### src/ofd_pkg.sv
// Package with field codes, select encodings and decoded-operand structs
package ofd_pkg;

   // ======================================================================
   // Operand register select codes
   // ======================================================================
   typedef enum logic [4:0] {
      OFD_SEL_NONE = 5'h00,
      OFD_SEL_XL = 5'h01,
      OFD_SEL_XH = 5'h02,
      OFD_SEL_YL = 5'h03,
      OFD_SEL_YH = 5'h04,
      OFD_SEL_X = 5'h05,
      OFD_SEL_Y = 5'h06,
      OFD_SEL_ACC_A = 5'h07,
      OFD_SEL_ACC_B = 5'h08,
      OFD_SEL_A_LOW = 5'h09,
      OFD_SEL_A_MID = 5'h0A,
      OFD_SEL_A_EXT = 5'h0B,
      OFD_SEL_B_LOW = 5'h0C,
      OFD_SEL_B_MID = 5'h0D,
      OFD_SEL_B_EXT = 5'h0E,
      OFD_SEL_AB = 5'h0F,
      OFD_SEL_BA = 5'h10,
      OFD_SEL_A10 = 5'h11,
      OFD_SEL_B10 = 5'h12
   } ofd_opnd_e;

   // ======================================================================
   // Effective-address modes
   // ======================================================================
   typedef enum logic [3:0] {
      OFD_EA_POSTDEC_OFS = 4'h0,
      OFD_EA_POSTINC_OFS = 4'h1,
      OFD_EA_POSTDEC = 4'h2,
      OFD_EA_POSTINC = 4'h3,
      OFD_EA_NOUPD = 4'h4,
      OFD_EA_INDEXED = 4'h5,
      OFD_EA_PREDEC = 4'h6,
      OFD_EA_ABSOLUTE = 4'h7,
      OFD_EA_IMMEDIATE = 4'h8,
      OFD_EA_INVALID = 4'hF
   } ofd_ea_mode_e;

   // ======================================================================
   // On-chip register groups
   // ======================================================================
   typedef enum logic [3:0] {
      OFD_GRP_NONE = 4'h0,
      OFD_GRP_ALU_IN = 4'h1,
      OFD_GRP_ACC = 4'h2,
      OFD_GRP_PTR = 4'h3,
      OFD_GRP_OFS = 4'h4,
      OFD_GRP_MOD = 4'h5,
      OFD_GRP_EXT_PTR = 4'h6,
      OFD_GRP_CTL2 = 4'h7,
      OFD_GRP_CTL8 = 4'h8
   } ofd_grp_e;

   // Controller register codes within the eight-register, two-register and extension-pointer groups
   localparam logic [3:0] OFD_CTL_STACK_SIZE = 4'h0;
   localparam logic [3:0] OFD_CTL_STATUS_WORD = 4'h1;
   localparam logic [3:0] OFD_CTL_OPMODE_WORD = 4'h2;
   localparam logic [3:0] OFD_CTL_STACK_PTR = 4'h3;
   localparam logic [3:0] OFD_CTL_STACK_TOP_HIGH = 4'h4;
   localparam logic [3:0] OFD_CTL_STACK_TOP_LOW = 4'h5;
   localparam logic [3:0] OFD_CTL_LOOP_ADDRESS = 4'h6;
   localparam logic [3:0] OFD_CTL_LOOP_COUNTER = 4'h7;
   localparam logic [3:0] OFD_CTL_VECTOR_BASE = 4'h8;
   localparam logic [3:0] OFD_CTL_SIZE_COUNTER = 4'h9;
   localparam logic [3:0] OFD_CTL_STACK_EXT_PTR = 4'hA;

   // Field codes
   localparam logic [5:0] OFD_EA_ABS_CODE = 6'h30;
   localparam logic [5:0] OFD_EA_IMM_CODE = 6'h34;
   localparam logic [2:0] OFD_EA_MODE_ABSIMM = 3'h6;
   localparam logic [2:0] OFD_EXT_PTR_CODE = 3'h2;
   localparam logic [3:0] OFD_ALU_IN_PREFIX = 4'h1;

   // ======================================================================
   // Raw instruction fields, all arrive together with a valid strobe
   // ======================================================================
   typedef struct packed {
      logic valid;
      logic dest_acc;
      logic data_pair;
      logic [1:0] src_two;
      logic [2:0] src_sel;
      logic [2:0] par1;
      logic [2:0] par2;
      logic [2:0] par3;
      logic [1:0] pcu_byte;
      logic [5:0] ea1;
      logic [5:0] ea2;
      logic [5:0] ea3;
      logic [4:0] ea_short;
      logic mem_space;
      logic [5:0] reg6;
      logic [2:0] long_move;
      logic [3:0] addr_dest;
      logic [2:0] mult_pair;
      logic [1:0] mult_one;
      logic [1:0] mult_alt;
      logic mult_sign;
      logic [3:0] mult_wide;
   } ofd_fields_s;

   // Decoded effective address
   typedef struct packed {
      ofd_ea_mode_e mode;
      logic [2:0] ptr;
      logic illegal;
   } ofd_ea_s;

   // Decoded long move
   typedef struct packed {
      ofd_opnd_e pair;
      logic limit_src;
      logic sign_ext;
      logic zero_fill;
   } ofd_long_s;

   // Decoded outputs
   typedef struct packed {
      logic valid;
      ofd_opnd_e dest_acc;
      ofd_opnd_e data_pair;
      ofd_opnd_e src_two;
      ofd_opnd_e src_sel;
      ofd_opnd_e par1;
      ofd_opnd_e par2;
      ofd_opnd_e par3;
      logic [1:0] pcu_byte;
      ofd_ea_s ea1;
      ofd_ea_s ea2;
      ofd_ea_s ea3;
      ofd_ea_s ea_short;
      logic mem_y;
      ofd_grp_e reg_grp;
      logic [3:0] reg_idx;
      ofd_long_s long_move;
      logic addr_is_ofs;
      logic [2:0] addr_idx;
      ofd_opnd_e mul_a;
      ofd_opnd_e mul_b;
      ofd_opnd_e mul_one;
      ofd_opnd_e mul_alt;
      logic negate;
      ofd_opnd_e wmul_a;
      ofd_opnd_e wmul_b;
      logic illegal;
   } ofd_dec_s;

endpackage : ofd_pkg

### src/ofd_ea_decode.sv
// Effective-address field decoder, one instance per field variant
`timescale 1ns/10ps
module ofd_ea_decode #(
   parameter bit ALLOW_ABS = 1'b1, // Absolute address code accepted
   parameter bit ALLOW_IMM = 1'b1 // Immediate data code accepted
) (
   input wire logic [5:0] field, // Mode bits 5:3, pointer bits 2:0
   output ofd_pkg::ofd_ea_s dec // Decoded mode and pointer
);

   always_comb begin
      dec.ptr = field[2:0];
      dec.illegal = 1'b0;
      unique case (field[5:3])
         3'h0: dec.mode = ofd_pkg::OFD_EA_POSTDEC_OFS;
         3'h1: dec.mode = ofd_pkg::OFD_EA_POSTINC_OFS;
         3'h2: dec.mode = ofd_pkg::OFD_EA_POSTDEC;
         3'h3: dec.mode = ofd_pkg::OFD_EA_POSTINC;
         3'h4: dec.mode = ofd_pkg::OFD_EA_NOUPD;
         3'h5: dec.mode = ofd_pkg::OFD_EA_INDEXED;
         3'h7: dec.mode = ofd_pkg::OFD_EA_PREDEC;
         3'h6: begin
            dec.mode = ofd_pkg::OFD_EA_INVALID;
            dec.illegal = 1'b1;
            if (ALLOW_ABS && field == ofd_pkg::OFD_EA_ABS_CODE) begin
               dec.mode = ofd_pkg::OFD_EA_ABSOLUTE;
               dec.illegal = 1'b0;
            end
            if (ALLOW_IMM && field == ofd_pkg::OFD_EA_IMM_CODE) begin
               dec.mode = ofd_pkg::OFD_EA_IMMEDIATE;
               dec.illegal = 1'b0;
            end
         end
      endcase
   end

endmodule : ofd_ea_decode

### src/ofd_decoder.sv
// Operand field decoder: registers decoded selects one cycle after the fields
//
// Functional notes
// - Source select: 001 opposite accumulator, 010 x, 011 y, 100-111 inputs.
// - Parallel fields: first 010/011 mids, second lows, third 000 opposite.
// - Data pair bit: 0 x pair, 1 y pair.
// - Two-bit source: 00 xl, 01 yl, 10 xh, 11 yh.
// - Controller byte: mode, condition, chip mode, extended mode.
// - Full address field: seven modes, absolute 110000, immediate 110100.
// - Second address variant: seven modes and absolute, no immediate.
// - Third address variant: only the seven register-indirect modes.
// - Short address field: two mode bits pick four post-update modes.
// - Low three bits index the address pointer zero to seven.
// - Memory space bit: 0 x memory, 1 y memory.
// - Six-bit register field decoded by prefix into eight groups.
// - Sub-codes: extension pointer 010, vector base 000, size counter 001.
// - Long move: pairs, limited single accumulators, cross pairs.
// - Address destination: leading 0 pointer, leading 1 offset register.
// - Three-bit multiplier pair: eight pairs, no high squares.
// - Single multiplier operand: yh, xl, yl, xh.
// - Alternate multiplier operand: xl, yl, xh, yh.
// - Multiply sign bit selects product sign, codes 0 and 1.
// - Four-bit multiplier pair: all sixteen pairs, first eight as three-bit.
`timescale 1ns/10ps
module ofd_decoder (
   input wire logic sys_clk, // Core clock
   input wire logic reset_n, // Asynchronous reset, active low
   input ofd_pkg::ofd_fields_s fields, // Operand fields from decode stage
   output ofd_pkg::ofd_dec_s dec // Registered decoded operands
);

   ofd_pkg::ofd_dec_s dec_nxt;
   ofd_pkg::ofd_dec_s dec_r;
   ofd_pkg::ofd_ea_s ea1_w;
   ofd_pkg::ofd_ea_s ea2_w;
   ofd_pkg::ofd_ea_s ea3_w;
   ofd_pkg::ofd_opnd_e opp_acc;
   ofd_pkg::ofd_opnd_e opp_src2;
   logic bad_src;
   logic bad_par;
   logic bad_reg;
   logic [9:0] mul_w;
   logic [9:0] wmul_w;

   // ======================================================================
   // Effective-address variants
   // ======================================================================
   ofd_ea_decode #(.ALLOW_ABS(1'b1), .ALLOW_IMM(1'b1)) u_ea1 (
      .field(fields.ea1),
      .dec(ea1_w)
   );
   ofd_ea_decode #(.ALLOW_ABS(1'b1), .ALLOW_IMM(1'b0)) u_ea2 (
      .field(fields.ea2),
      .dec(ea2_w)
   );
   ofd_ea_decode #(.ALLOW_ABS(1'b0), .ALLOW_IMM(1'b0)) u_ea3 (
      .field(fields.ea3),
      .dec(ea3_w)
   );

   // Operand helpers: map of the common two-bit input order
   function automatic ofd_pkg::ofd_opnd_e inp_xy(input logic [1:0] c);
      unique case (c)
         2'h0: inp_xy = ofd_pkg::OFD_SEL_XL;
         2'h1: inp_xy = ofd_pkg::OFD_SEL_YL;
         2'h2: inp_xy = ofd_pkg::OFD_SEL_XH;
         2'h3: inp_xy = ofd_pkg::OFD_SEL_YH;
      endcase
   endfunction : inp_xy

   // ======================================================================
   // Accumulator and source fields
   // ======================================================================
   always_comb begin
      opp_acc = fields.dest_acc ? ofd_pkg::OFD_SEL_ACC_A
                                : ofd_pkg::OFD_SEL_ACC_B;
      opp_src2 = fields.dest_acc ? ofd_pkg::OFD_SEL_ACC_A
                                 : ofd_pkg::OFD_SEL_ACC_B;
   end

   always_comb begin
      dec_nxt = '0;
      bad_src = 1'b0;
      bad_par = 1'b0;
      bad_reg = 1'b0;
      dec_nxt.valid = fields.valid;
      dec_nxt.dest_acc = fields.dest_acc ? ofd_pkg::OFD_SEL_ACC_B
                                         : ofd_pkg::OFD_SEL_ACC_A;
      dec_nxt.data_pair = fields.data_pair ? ofd_pkg::OFD_SEL_Y
                                           : ofd_pkg::OFD_SEL_X;
      dec_nxt.src_two = inp_xy(fields.src_two);
      dec_nxt.pcu_byte = fields.pcu_byte;

      unique case (fields.src_sel)
         3'h0: begin
            dec_nxt.src_sel = ofd_pkg::OFD_SEL_NONE;
            bad_src = 1'b1;
         end
         3'h1: dec_nxt.src_sel = opp_acc;
         3'h2: dec_nxt.src_sel = ofd_pkg::OFD_SEL_X;
         3'h3: dec_nxt.src_sel = ofd_pkg::OFD_SEL_Y;
         default: dec_nxt.src_sel = inp_xy(fields.src_sel[1:0]);
      endcase

      // Upper half of the parallel fields is common to all three
      if (fields.par1[2]) begin
         dec_nxt.par1 = inp_xy(fields.par1[1:0]);
      end else begin
         unique case (fields.par1[1:0])
            2'h2: dec_nxt.par1 = ofd_pkg::OFD_SEL_A_MID;
            2'h3: dec_nxt.par1 = ofd_pkg::OFD_SEL_B_MID;
            default: begin
               dec_nxt.par1 = ofd_pkg::OFD_SEL_NONE;
               bad_par = 1'b1;
            end
         endcase
      end
      if (fields.par2[2]) begin
         dec_nxt.par2 = inp_xy(fields.par2[1:0]);
      end else begin
         unique case (fields.par2[1:0])
            2'h2: dec_nxt.par2 = ofd_pkg::OFD_SEL_A_LOW;
            2'h3: dec_nxt.par2 = ofd_pkg::OFD_SEL_B_LOW;
            default: begin
               dec_nxt.par2 = ofd_pkg::OFD_SEL_NONE;
               bad_par = 1'b1;
            end
         endcase
      end
      if (fields.par3[2]) begin
         dec_nxt.par3 = inp_xy(fields.par3[1:0]);
      end else if (fields.par3[1:0] == 2'h0) begin
         dec_nxt.par3 = opp_src2;
      end else begin
         dec_nxt.par3 = ofd_pkg::OFD_SEL_NONE;
         bad_par = 1'b1;
      end

      // ====================================================================
      // Effective addresses and memory space
      // ====================================================================
      dec_nxt.ea1 = ea1_w;
      dec_nxt.ea2 = ea2_w;
      dec_nxt.ea3 = ea3_w;
      dec_nxt.ea_short.ptr = fields.ea_short[2:0];
      dec_nxt.ea_short.illegal = 1'b0;
      unique case (fields.ea_short[4:3])
         2'h0: dec_nxt.ea_short.mode = ofd_pkg::OFD_EA_POSTDEC_OFS;
         2'h1: dec_nxt.ea_short.mode = ofd_pkg::OFD_EA_POSTINC_OFS;
         2'h2: dec_nxt.ea_short.mode = ofd_pkg::OFD_EA_POSTDEC;
         2'h3: dec_nxt.ea_short.mode = ofd_pkg::OFD_EA_POSTINC;
      endcase
      dec_nxt.mem_y = fields.mem_space;

      // ====================================================================
      // Six-bit on-chip register field
      // ====================================================================
      dec_nxt.reg_idx = {1'b0, fields.reg6[2:0]};
      unique case (fields.reg6[5:3])
         3'h0: begin
            if (fields.reg6[5:2] == ofd_pkg::OFD_ALU_IN_PREFIX) begin
               dec_nxt.reg_grp = ofd_pkg::OFD_GRP_ALU_IN;
               dec_nxt.reg_idx = {2'h0, fields.reg6[1:0]};
            end else begin
               dec_nxt.reg_grp = ofd_pkg::OFD_GRP_NONE;
               bad_reg = 1'b1;
            end
         end
         3'h1: dec_nxt.reg_grp = ofd_pkg::OFD_GRP_ACC;
         3'h2: dec_nxt.reg_grp = ofd_pkg::OFD_GRP_PTR;
         3'h3: dec_nxt.reg_grp = ofd_pkg::OFD_GRP_OFS;
         3'h4: dec_nxt.reg_grp = ofd_pkg::OFD_GRP_MOD;
         3'h5: begin
            if (fields.reg6[2:0] == ofd_pkg::OFD_EXT_PTR_CODE) begin
               dec_nxt.reg_grp = ofd_pkg::OFD_GRP_EXT_PTR;
               dec_nxt.reg_idx = ofd_pkg::OFD_CTL_STACK_EXT_PTR;
            end else begin
               dec_nxt.reg_grp = ofd_pkg::OFD_GRP_NONE;
               bad_reg = 1'b1;
            end
         end
         3'h6: begin
            if (fields.reg6[2:1] == 2'h0) begin
               dec_nxt.reg_grp = ofd_pkg::OFD_GRP_CTL2;
               dec_nxt.reg_idx = fields.reg6[0]
                  ? ofd_pkg::OFD_CTL_SIZE_COUNTER
                  : ofd_pkg::OFD_CTL_VECTOR_BASE;
            end else begin
               dec_nxt.reg_grp = ofd_pkg::OFD_GRP_NONE;
               bad_reg = 1'b1;
            end
         end
         3'h7: dec_nxt.reg_grp = ofd_pkg::OFD_GRP_CTL8;
      endcase

      // ====================================================================
      // Long move field
      // ====================================================================
      unique case (fields.long_move)
         3'h0: dec_nxt.long_move.pair = ofd_pkg::OFD_SEL_A10;
         3'h1: dec_nxt.long_move.pair = ofd_pkg::OFD_SEL_B10;
         3'h2: dec_nxt.long_move.pair = ofd_pkg::OFD_SEL_X;
         3'h3: dec_nxt.long_move.pair = ofd_pkg::OFD_SEL_Y;
         3'h4: dec_nxt.long_move.pair = ofd_pkg::OFD_SEL_ACC_A;
         3'h5: dec_nxt.long_move.pair = ofd_pkg::OFD_SEL_ACC_B;
         3'h6: dec_nxt.long_move.pair = ofd_pkg::OFD_SEL_AB;
         3'h7: dec_nxt.long_move.pair = ofd_pkg::OFD_SEL_BA;
      endcase
      dec_nxt.long_move.limit_src = fields.long_move[2];
      dec_nxt.long_move.sign_ext = fields.long_move[2];
      dec_nxt.long_move.zero_fill = fields.long_move[2] &
                                    fields.long_move[1];

      // Address destination
      dec_nxt.addr_is_ofs = fields.addr_dest[3];
      dec_nxt.addr_idx = fields.addr_dest[2:0];

      // ====================================================================
      // Multiplier operands
      // ====================================================================
      mul_w = mul_pair({1'b0, fields.mult_pair});
      wmul_w = mul_pair(fields.mult_wide);
      dec_nxt.mul_a = ofd_pkg::ofd_opnd_e'(mul_w[9:5]);
      dec_nxt.mul_b = ofd_pkg::ofd_opnd_e'(mul_w[4:0]);
      dec_nxt.wmul_a = ofd_pkg::ofd_opnd_e'(wmul_w[9:5]);
      dec_nxt.wmul_b = ofd_pkg::ofd_opnd_e'(wmul_w[4:0]);
      unique case (fields.mult_one)
         2'h0: dec_nxt.mul_one = ofd_pkg::OFD_SEL_YH;
         2'h1: dec_nxt.mul_one = ofd_pkg::OFD_SEL_XL;
         2'h2: dec_nxt.mul_one = ofd_pkg::OFD_SEL_YL;
         2'h3: dec_nxt.mul_one = ofd_pkg::OFD_SEL_XH;
      endcase
      dec_nxt.mul_alt = inp_xy(fields.mult_alt);
      dec_nxt.negate = fields.mult_sign;

      dec_nxt.illegal = fields.valid & (bad_src | bad_par | bad_reg |
                        ea1_w.illegal | ea2_w.illegal |
                        ea3_w.illegal);
   end

   // Sixteen multiplier pairs; the three-bit field uses the first eight
   function automatic logic [9:0] mul_pair(input logic [3:0] c);
      unique case (c)
         4'h0: mul_pair = {ofd_pkg::OFD_SEL_XL, ofd_pkg::OFD_SEL_XL};
         4'h1: mul_pair = {ofd_pkg::OFD_SEL_YL, ofd_pkg::OFD_SEL_YL};
         4'h2: mul_pair = {ofd_pkg::OFD_SEL_XH, ofd_pkg::OFD_SEL_XL};
         4'h3: mul_pair = {ofd_pkg::OFD_SEL_YH, ofd_pkg::OFD_SEL_YL};
         4'h4: mul_pair = {ofd_pkg::OFD_SEL_XL, ofd_pkg::OFD_SEL_YH};
         4'h5: mul_pair = {ofd_pkg::OFD_SEL_YL, ofd_pkg::OFD_SEL_XL};
         4'h6: mul_pair = {ofd_pkg::OFD_SEL_XH, ofd_pkg::OFD_SEL_YL};
         4'h7: mul_pair = {ofd_pkg::OFD_SEL_YH, ofd_pkg::OFD_SEL_XH};
         4'h8: mul_pair = {ofd_pkg::OFD_SEL_XH, ofd_pkg::OFD_SEL_XH};
         4'h9: mul_pair = {ofd_pkg::OFD_SEL_YH, ofd_pkg::OFD_SEL_YH};
         4'hA: mul_pair = {ofd_pkg::OFD_SEL_XL, ofd_pkg::OFD_SEL_XH};
         4'hB: mul_pair = {ofd_pkg::OFD_SEL_YL, ofd_pkg::OFD_SEL_YH};
         4'hC: mul_pair = {ofd_pkg::OFD_SEL_YH, ofd_pkg::OFD_SEL_XL};
         4'hD: mul_pair = {ofd_pkg::OFD_SEL_XL, ofd_pkg::OFD_SEL_YL};
         4'hE: mul_pair = {ofd_pkg::OFD_SEL_YL, ofd_pkg::OFD_SEL_XH};
         4'hF: mul_pair = {ofd_pkg::OFD_SEL_XH, ofd_pkg::OFD_SEL_YH};
      endcase
   endfunction : mul_pair

   // ======================================================================
   // Output register
   // ======================================================================
   always_ff @(posedge sys_clk or negedge reset_n) begin
      if (!reset_n) begin
         dec_r <= '0;
      end else begin
         dec_r <= dec_nxt;
      end
   end

   assign dec = dec_r;
endmodule : ofd_decoder

### config.mk
export PLATFORM = sky130hd
export DESIGN_NAME = ofd_decoder
export DESIGN_NICKNAME = d
export VERILOG_FILES = /design/src/ofd_pkg.sv /design/src/ofd_ea_decode.sv /design/src/ofd_decoder.sv
export SDC_FILE = /design/constraint.sdc
export NUM_CORES = 1
export LEC_CHECK = 0
export ABC_AREA = 1
export BUFFER_PORTS_ARGS = -buffer_cell sky130_fd_sc_hd__buf_2
export CAP_MARGIN = 20
export CORE_MARGIN = 1.5
export CORE_UTILIZATION = 49
export DETAILED_ROUTE_END_ITERATION = 10
export PLACE_DENSITY = 0.85
export SLEW_MARGIN = 10
export SYNTH_ARGS = -nofsm -noshare
export SYNTH_HDL_FRONTEND = slang
export SYNTH_SLANG_ARGS = --single-unit
### constraint.sdc
create_clock -name sys_clk -period 1 [get_ports sys_clk]
set_input_delay 0.2 -clock sys_clk [delete_from_list [all_inputs] [get_ports sys_clk]]
set_output_delay 0.2 -clock sys_clk [all_outputs]
set_load 0.02 [all_outputs]
### Yosys cells after proc, flatten, opt, wreduce, memory -nomap -nowiden

Memory sizes are Yosys's and may differ from the RTL's. A register that Yosys moved wholly into a read port is not among the register bits.
Index checks and enable logic that the tools add are counted.

* mux-type cells: 50
* bitwise logic cells: 7
* reduce and logical (&&, ||, !) cells: 19
* equality and inequality tests: 60

Operators by type and width (number)
* $pmux W5 S4: 8
* $pmux W4 S8: 4
* $eq A3 B3 Y1 const B: 16
* $eq A3 B2 Y1 const B: 11
* $eq A2 B2 Y1 const B: 16
* $mux W4: 8
* $eq A6 B6 Y1 const B: 3
* $logic_not A2 Y1: 9
* $mux W1: 18
* $eq A2 B1 Y1 const B: 8
* $pmux W4 S2: 2
* $pmux W4 S4: 1
* $eq A3 B1 Y1 const B: 5
* $logic_not A3 Y1: 5
* $mux W5: 3
* $pmux W4 S3: 1
* $mux W3: 3
* $or A1 B1 Y1: 5
* $eq A4 B1 Y1 const B: 1
* $reduce_or A2 Y1: 2
* $logic_not A1 Y1: 3
* $pmux W1 S3: 1
* $and A1 B1 Y1: 2
* $mux W2: 1

* logic and storage cells: 174
* memory bits (read-only): 184
* input port bits: 70
* memories kept: 3
* bits in registers: 113

Memories
* (name not given): words 16, width 6, read ports 1, clocked after Yosys merged registers in 1, write ports 0, RTL line ofd_decoder.sv:243 `unique case (c)`
* (name not given): words 8, width 6, read ports 1, clocked after Yosys merged registers in 1, write ports 0, RTL line ofd_decoder.sv:243
* (name not given): words 8, width 5, read ports 1, clocked after Yosys merged registers in 1, write ports 0, RTL line ofd_decoder.sv:199 `unique case (fields.long_move)`

### Longest topological paths before layout

Gate-level depths: netlist (run 1).

* depth after elaboration: 14
* gate-level depth with buffers: 9
* gate-level depth less buffers: 9

### Cells and area by module

A second synthesis (run 1) with hierarchy kept.

* cell total of the unflattened synthesis: 360
* area total of the unflattened synthesis: 3907.5 um^2

By module, submodules not included
* ofd_decoder: area an instance 3663.5 um^2, times used 1, cells an instance 311, sequential area each 2402.3 um^2
* ofd_ea_decode at u_ea1: area an instance 103.8 um^2, times used 1, cells an instance 22, sequential area each 0.0 um^2
* ofd_ea_decode at u_ea2: area an instance 77.6 um^2, times used 1, cells an instance 15, sequential area each 0.0 um^2
* ofd_ea_decode at u_ea3: area an instance 62.6 um^2, times used 1, cells an instance 12, sequential area each 0.0 um^2

### Worst setup path after synthesis (run 1)

No wires, ideal clock.

* path type: input to register
* start: input port fields[52] (netlist name)
* end: register dec_r, in the netlist dec[0]
* slack: 64 ps
* arrival time: 823 ps
* path buffers: 0
* stages on the path: 9
* required time: 887 ps
* library setup time: 113 ps
* path through: inv_1 > ha_1 > inv_1 > nand2_1 > nand3_1 > nor2_1 > nand3_1 > nand2_1 > inv_1

RTL lines
* start: declaration: RTL line ofd_decoder.sv:28 `input ofd_pkg::ofd_fields_s fields,`
* end signal: assignment: RTL line ofd_decoder.sv:270 `dec_r <= dec_nxt;`
* end: declaration: RTL line ofd_decoder.sv:33 `ofd_pkg::ofd_dec_s dec_r;`

==> results of run 1 <==
## area by class of cell
cell class | instances | share of cell area [%]
flip-flops and latches | 96 | 40.7
repair buffers | 219 | 32.7
multi-input cells | 177 | 17.7
inverters | 59 | 3.75
clock buffers | 11 | 2.40
well taps | 102 | 2.16
clock inverters | 5 | 0.551
diodes | 1 | 0.0424
## final timing paths
kind,from,cells past startpoint,endpoint
max,dec[37],1,dec[38]
min,fields[56],2,dec[95]
max in group asynchronous,reset_n,3,dec[62]
min in group asynchronous,reset_n,2,dec[79]
## metal layers
layer / GRT usage, % / share of wire (%)
met5: 0 / 0
met4: 10.8 / 3.4
met3: 8.29 / 7.5
met2: 48.3 / 55
met1: 26.3 / 34
## repair_timing
item | CTS | global route
cloned | 0 | 0
setup endpoints to repair | 99 | 101
endpoints found under the hold margin | 124 | 0
resized for setup | 189 | 6
hold buffers | 29 | 0
pin swaps | 0 | 2
## stage by stage
| stage | TNS, ps | instance area (sq um) | setup slack [ps] | hold slack, ps | utilization [%] |
|---|---|---|---|---|---|
| after floorplan | 0 | 3910 | 64.4 | -95.6 | - |
| after global placement | -272 | 4840 | -147 | 75.3 | 63.2 |
| after detailed placement | -695 | 4840 | -196 | 74.6 | 63.2 |
| after CTS | -7720 | 5890 | -128 | 7.46 | 77.0 |
| after global routing | -11200 | 5900 | -178 | 11.7 | 77.1 |
| final | -7650 | 5900 | -150 | 24.5 | 77.1 |
## placed cells by master, fill, tap and decap left out, types with 2 or more instances in the layout
cell           instances
dfrtp_1               96
buf_6                 95
buf_2                 68
inv_1                 55
nand2_1               48
ha_1                  32
dlygate4sd3_1         29
conb_1                25
buf_4                 25
nor2_1                23
o21ai_0               12
nand3_1               11
clkbuf_8              10
nor2_2                 5
inv_2                  4
a21oi_1                4
or2_2                  3
clkinv_2               3
a31oi_1                2
o21ai_1                2
clkinv_4               2
buf_12                 2
## cells by family after synthesis
group / Yosys count / share of synthesized area [%]
flip-flops: 96 / 62.9
buffers and inverters: 95 / 12.0
AND/OR/NAND/NOR: 93 / 10.2
adder cells (fa/ha/maj): 32 / 10.5
AO/OA/AOI/OAI: 25 / 3.70
XOR/XNOR: 2 / 0.459
other: 2 / 0.197
## where the power goes
part / switching [W] / internal (W)
logic: 0.000960 / 0.000825
registers: 0.000139 / 0.00412
clock network: 0.00129 / 0.000970
==> reports/metrics.cfg, run 1 <==
[yosys]
synthCells = 345
yosysUniqueCellTypes = 26
avgSynthCellArea_sq_um = 11.1
ys_top_cells_by_count = 96 x dfrtp_1, 55 x inv_1, 48 x nand2_1, 32 x ha_1, 27 x buf_4
synth_seq_area_share_pct = 62.9
postSynth.asyncResetShare_pct = 100
syn_area_sq_um = 3820
synth.top_cell.area_share_pct = 62.9
yosys_warnings = 0
synth_enable_flop_cells = 0
synth_ff_type = dfrtp_1
yosysMostFrequentCell = dfrtp_1
synth-seq-cells = 96
yosysTopAreaCell = dfrtp_1
synthTopCellsByArea = dfrtp_1 63%, ha_1 10%, inv_1 5.4%

[die]
die_y_um = 91.3
die-area_sq_um = 8330
ioPinCount = 193
num_rows = 32
die_w_um = 91.3
coreArea_sq_um = 7650
initial_core_util_pct = 49.9

[detailed_routing]
routed_wirelength_um = 10500
viasPerCell = 4.69
drc = 0
ant_nets = 0
vias = 3139
drt_iter0_markers = 113
drtPass1Iterations = 4
wl_per_cell_um = 15.6

[clock_tree]
cts_setup_buffers = 0
clk_pin_slew_ps = 90
cts_buffers = 9
clock_sinks = 96
cts_max_path_buffers = 2
cts_root_buffer = clkbuf_8
htree_num_levels = 3
cts_tree = yes

[final_layout]
final_cells = 670
multi_input_area_sq_um = 1040
finalNetCount = 664
regArea_sq_um = 2400
largest_reg_flops = 96
num-fill-cells = 434
drive_gt1_share_pct = 38.4
area_growth_pct = 54.5

[power]
p_total_w = 0.00830
ir_drop_uv = 648
power.density_nw_per_um2 = 1410
leakagePower_nw = 3.29

[critical_path]
worstSetupEndpointType = output port
critPathMaxStageDelay_ps = 420
cp_max_fo = 2
critPathKind = register to output port
cp_cell_sequence = buf_4
required_ps = 800
path_delay_family = flip-flops
crit_buf_inv = 1
crit_slowest_cell = dfrtp_1
start_kind = register
worst_ep_arrival_time_ps = 950

[timing]
final-hold-violation-count = 0
setup_viol = 99
slew_viol_final = 0
finalCritPeriodShare_pct = 115
fin_ws_ps = -150
rsz0062_at_grt = true
fin_crit_ps = 1150
max_freq_ghz = 0.869

[placed_design]
place_inst = 625
port_buffers = 168
dp_hpwl_um = 6350
globalplace.congestion = 0.837

[global_routing]
globalRouteTotalUtil_pct = 25.9
grt_max_degree = 41
gr-total-overflow = 0
grt_pass1_wl_um = 16200
grt_antenna_before_repair = 1
grt_pass1_vias = 3147

[flow_run]
max_cap_violations = 0

[run_status]
violations = setup timing
status = complete, but fails checks

[min_path]
min_path_type = input pin to register

(Power assumes the default switching activity.)
==> run 2, diff against run 1 <==
PLACE_DENSITY = unset   (was 0.85)
PLACE_DENSITY_LB_ADDON = 0.08   (was unset)
SLEW_MARGIN = 15   (was 10)
==> run 2 against run 1 <==
Against the previous run:
- the flow still finishes with violations (setup timing)
- sequential share of layout area is 0.32 points lower
- first-iteration DRC count decreased by 11%
- global-route usage down 5.1 points
- power grew 3.7%
- core utilization rose by 0.61 points
==> reports/metrics.cfg, run 2 (same netlist as run 1, synthesis figures left out) <==
[global_routing]
grt_pass1_wl_um = 13200  ; -18%
gr-total-overflow = 0  ; unchanged
globalRouteTotalUtil_pct = 20.8  ; -5.1 points
grt_max_degree = 53  ; +29%
grt_antenna_before_repair = 0  ; -1
grt_pass1_vias = 2838  ; -9.8%

[critical_path]
crit_slowest_cell = dfrtp_1
cp_max_fo = 2  ; unchanged
critPathMaxStageDelay_ps = 420  ; about the same
crit_buf_inv = 1  ; unchanged
start_kind = register
critPathKind = register to output port
path_delay_family = flip-flops
worst_ep_arrival_time_ps = 920  ; -30 ps
cp_cell_sequence = buf_6
worstSetupEndpointType = output port
required_ps = 800  ; about the same

[timing]
fin_ws_ps = -116  ; +34.1 ps
slew_viol_final = 0  ; unchanged
final-hold-violation-count = 0  ; unchanged
max_freq_ghz = 0.896  ; +3.1%
setup_viol = 99  ; unchanged
rsz0062_at_grt = true
finalCritPeriodShare_pct = 112  ; -3.4 points
setup_tns_ps = -6540  ; +1100 ps
fin_crit_ps = 1120  ; -34.1 ps

[run_status]
status = complete, but fails checks
violations = setup timing

[placed_design]
port_buffers = 168  ; unchanged
postPlaceCellArea_sq_um = 4810  ; -0.47%
place_ws_ps = -139  ; +57.5 ps
globalplace.congestion = 0.823  ; -1.7%
dp_hpwl_um = 5820  ; -8.3%

[clock_tree]
cts_root_buffer = clkbuf_8
cts_buffers = 9  ; unchanged
cts_tree = yes
clock_sinks = 96  ; unchanged
cts_max_path_buffers = 2  ; unchanged
htree_num_levels = 3  ; unchanged
clk_pin_slew_ps = 100  ; about the same
cts_setup_buffers = 0  ; unchanged

[power]
ir_drop_uv = 828  ; +28%
leakagePower_nw = 3.30  ; +0.50%
power.density_nw_per_um2 = 1450  ; +2.8%

[final_layout]
drive_gt1_share_pct = 38.1  ; -0.35 points
area_growth_pct = 55.7
num-fill-cells = 509  ; +17%
utilization_pct = 77.7  ; +0.61 points
final_cell_mix = 97 x buf_6, 96 x dfrtp_1, 69 x buf_2, 55 x inv_1, 48 x nand2_1
finalNetCount = 664  ; unchanged
largest_reg_flops = 96  ; unchanged
stdcell_area_sq_um = 5950  ; +0.78%
mostFrequentLayoutCell = buf_6
multi_input_area_sq_um = 1040  ; unchanged
n_antenna_cell = 0  ; -1
regArea_sq_um = 2400  ; unchanged

[detailed_routing]
vias = 2881  ; -8.2%
viasPerCell = 4.31  ; -8.1%
wl_per_cell_um = 12.5  ; -20%
drc = 0  ; unchanged
routed_wirelength_um = 8390  ; -20%
ant_nets = 0  ; unchanged
drt_iter0_markers = 101  ; -11%
drtPass1Iterations = 4  ; unchanged

[die]
die_w_um = 91.3  ; unchanged
initial_core_util_pct = 49.9  ; unchanged
die-area_sq_um = 8330  ; unchanged
num_rows = 32  ; unchanged
ioPinCount = 193  ; unchanged
coreArea_sq_um = 7650  ; unchanged
die_y_um = 91.3  ; unchanged

[min_path]
min_path_type = input pin to register

[flow_run]
max_cap_violations = 0  ; unchanged

## run 2: cell types whose count changed in the layout (fill, tap and decap cells not counted), moves of 2 or more
cell           before  now
buf_4              25   19
buf_6              95   97
clkinv_2            3    1
clkinv_4            2    0
dlygate4sd3_1      29   32
inv_6               0    3
## run 2: final timing paths
path	startpoint	to	slack (ps)	cells past startpoint
min in group asynchronous	reset_n	dec[23]	200	2
max in group asynchronous	reset_n	dec[61]	310	3
hold / removal	fields[10]	dec[27]	20	2
setup / recovery	dec[37]	dec[37]	-120	1
## run 2: layout make-up
| class | count | share of cell area [%] |
|---|---|---|
| tap | 102 | 2.15 |
| clock buffer | 10 | 2.31 |
| timing repair buffer | 219 | 32.6 |
| inverter | 59 | 3.72 |
| sequential | 96 | 40.4 |
| clock inverter | 6 | 1.22 |
| multi-input combinational | 177 | 17.6 |
## run 2: where the power goes
part,internal [W],switching [W]
Sequential,0.00412,0.000120
Clock,0.00127,0.00136
Combinational,0.000826,0.000914
Total,0.00621,0.00239
## run 2: routing by layer
| metal | global-route usage [%] | vias to the layer above | wire length, um | share of wire (%) |
|---|---|---|---|---|
| met3 | 5.19 | 25 | 546 | 6.5 |
| li1 | - | 1418 | - | - |
| met4 | 10.7 | 0 | 266 | 3.2 |
| met1 | 23.9 | 1310 | 3320 | 40 |
| met5 | 0 | - | 0 | 0 |
| met2 | 35.7 | 128 | 4260 | 51 |
## run 2: metrics by stage
stage,total power [W],cells,hold WS [ps]
after floorplan,0.00503,368,-95.6
after global placement,0.00558,622,30.0
after detailed placement,0.00561,622,29.6
after CTS,0.00866,670,0.543
after global routing,0.00899,669,18.6
final,0.00861,669,18.2
## run 2: repair_timing
| action | 4_1_cts | 5_1_grt |
|---|---|---|
| hold buffers | 32 | 0 |
| endpoints found under the hold margin | 128 | 0 |
| gates resized for setup | 189 | 6 |
| pin swaps | 0 | 2 |
| setup endpoints to repair | 99 | 101 |
==> run 3, diff against run 2 <==
SETUP_SLACK_MARGIN = 0.02   (was unset)
==> run 3 against run 2 <==
Against the previous run:
- the run still ends with setup timing left
- via count rose by 0.69%
- flip-flop and latch count unchanged
- critical path depth is the same
- clock-buffer cell count did not move
- wire length increased by 0.18%
- sequential share of layout area about the same
==> reports/metrics.cfg, run 3 (same netlist as run 1, synthesis figures left out) <==
[placed_design]
dp_hpwl_um = 5820  ; unchanged
port_buffers = 168  ; unchanged
globalplace.congestion = 0.823  ; unchanged

[clock_tree]
cts_max_path_buffers = 2  ; unchanged
cts_setup_buffers = 0  ; unchanged
cts_root_buffer = clkbuf_8
cts_tree = yes
clk_pin_slew_ps = 100  ; about the same
clock_sinks = 96  ; unchanged
htree_num_levels = 3  ; unchanged
cts_buffers = 9  ; unchanged

[timing]
final-hold-violation-count = 0  ; unchanged
setup_viol = 99  ; unchanged
max_freq_ghz = 0.901  ; +0.56%
rsz0062_at_grt = true
setup_tns_ps = -6430  ; +119 ps
slew_viol_final = 0  ; unchanged
fin_ws_ps = -110  ; +6.27 ps
fin_crit_ps = 1110  ; -6.27 ps
finalCritPeriodShare_pct = 111  ; -0.63 points

[critical_path]
start_kind = register
required_ps = 800  ; about the same
worstSetupEndpointType = output port
cp_max_fo = 3  ; +1
critPathKind = register to output port
critPathMaxStageDelay_ps = 410  ; about the same
path_delay_family = flip-flops
startpoint = dec[119]
crit_slowest_cell = dfrtp_1
cp_cell_sequence = buf_2
crit_buf_inv = 1  ; unchanged
worst_ep_arrival_time_ps = 910  ; about the same

[detailed_routing]
drt_iter0_markers = 134  ; +33%
vias = 2901  ; +0.69%
wl_per_cell_um = 12.5  ; about the same
viasPerCell = 4.33  ; +0.54%
ant_nets = 0  ; unchanged
drc = 0  ; unchanged
routed_wirelength_um = 8400  ; +0.18%
drtPass1Iterations = 4  ; unchanged

[final_layout]
finalNetCount = 665  ; +0.15%
num-fill-cells = 503  ; -1.2%
n_antenna_cell = 0  ; unchanged
largest_reg_flops = 96  ; unchanged
final_cell_mix = 97 x buf_6, 96 x dfrtp_1, 70 x buf_2, 55 x inv_1, 48 x nand2_1
mostFrequentLayoutCell = buf_6
area_growth_pct = 55.8  ; about the same
drive_gt1_share_pct = 38.2  ; +0.11 points

[power]
leakagePower_nw = 3.31  ; +0.12%
p_comb_share_pct = 20.3  ; about the same
switchingPower_w = 0.00239  ; about the same
p_int_w = 0.00621  ; about the same
power_frac_seq_pct = 49.3  ; about the same
p_total_w = 0.00861  ; about the same
p_clk_share_pct = 30.5  ; about the same
p_sw_share_pct = 27.8  ; about the same
ir_drop_uv = 828  ; about the same
power.density_nw_per_um2 = 1450  ; about the same

[global_routing]
grt_pass1_wl_um = 13200  ; -0.47%
grt_antenna_before_repair = 0  ; unchanged
use_met1_pct = 23.7  ; -0.13 points
gr-total-overflow = 0  ; unchanged
use_met2_pct = 35.6  ; -0.12 points
grt_max_degree = 53  ; unchanged
grt.busiest_layer = met2
globalRouteTotalUtil_pct = 20.7  ; -0.095 points
grt_pass1_vias = 2833  ; -0.18%
grt_use_met3_pct = 5.11  ; -0.084 points

[die]
num_rows = 32  ; unchanged
coreArea_sq_um = 7650  ; unchanged
die_y_um = 91.3  ; unchanged
die_w_um = 91.3  ; unchanged
initial_core_util_pct = 49.9  ; unchanged
ioPinCount = 193  ; unchanged
die-area_sq_um = 8330  ; unchanged

[run_status]
status = complete, but fails checks
violations = setup timing

[flow_run]
max_cap_violations = 0  ; unchanged

[min_path]
min_from = fields[10]
min_path_type = input pin to register

-- run 3: cell types whose count changed in the layout (fill, tap and decap cells not counted) --
cell,change
buf_2,+1
o21ai_0,+1
o21ai_1,-1
-- run 3: metal layers --
metal	share of wire (%)	wire [um]
met1	39	3310
met4	3.2	266
met2	51	4290
met3	6.4	535
met5	0	0
-- run 3: power groups by stage --
stage	Clock [W]	Combinational (W)	Sequential, W
after floorplan	0	0.000437	0.00459
after global placement	0	0.00133	0.00425
after detailed placement	0	0.00135	0.00425
after CTS	0.00268	0.00174	0.00424
after global routing	0.00285	0.00188	0.00426
final	0.00262	0.00174	0.00424
-- run 3: area by class of cell --
type	instances	area [sq um]	area share [%]
Clock buffer	10	138	2.31
Clock inverter	6	72.6	1.22
Multi-Input combinational cell	177	1040	17.5
Timing Repair Buffer	220	1950	32.7
Sequential cell	96	2400	40.4
Tap cell	102	128	2.14
Inverter	59	221	3.72
-- run 3: path summary, 6_finish.rpt --
| check | cells after the start | slack (ps) | to |
|---|---|---|---|
| setup / recovery | 1 | -110 | dec[119] |
| hold / removal | 2 | 20 | dec[27] |
| max in group asynchronous | 3 | 310 | dec[61] |
| min in group asynchronous | 2 | 200 | dec[27] |
-- run 3: through the flow --
step | instances | instance area, sq um | setup WS (ps) | hold WS (ps) | util, %
2_1_floorplan | 368 | 3910 | 64.4 | -95.6 | -
3_3_place_gp | 622 | 4810 | -113 | 30.0 | 62.9
3_5_place_dp | 622 | 4810 | -139 | 29.6 | 62.9
4_1_cts | 670 | 5930 | -119 | 0.543 | 77.6
5_1_grt | 670 | 5950 | -146 | 18.6 | 77.8
6_report | 670 | 5950 | -110 | 18.9 | 77.8
-- run 3: what timing repair did --
action	CTS	global route
hold endpoints to repair	128	0
pin swaps	0	0
gates resized for setup	189	5
setup endpoints to repair	99	99
cloned	0	0
hold buffers	32	0
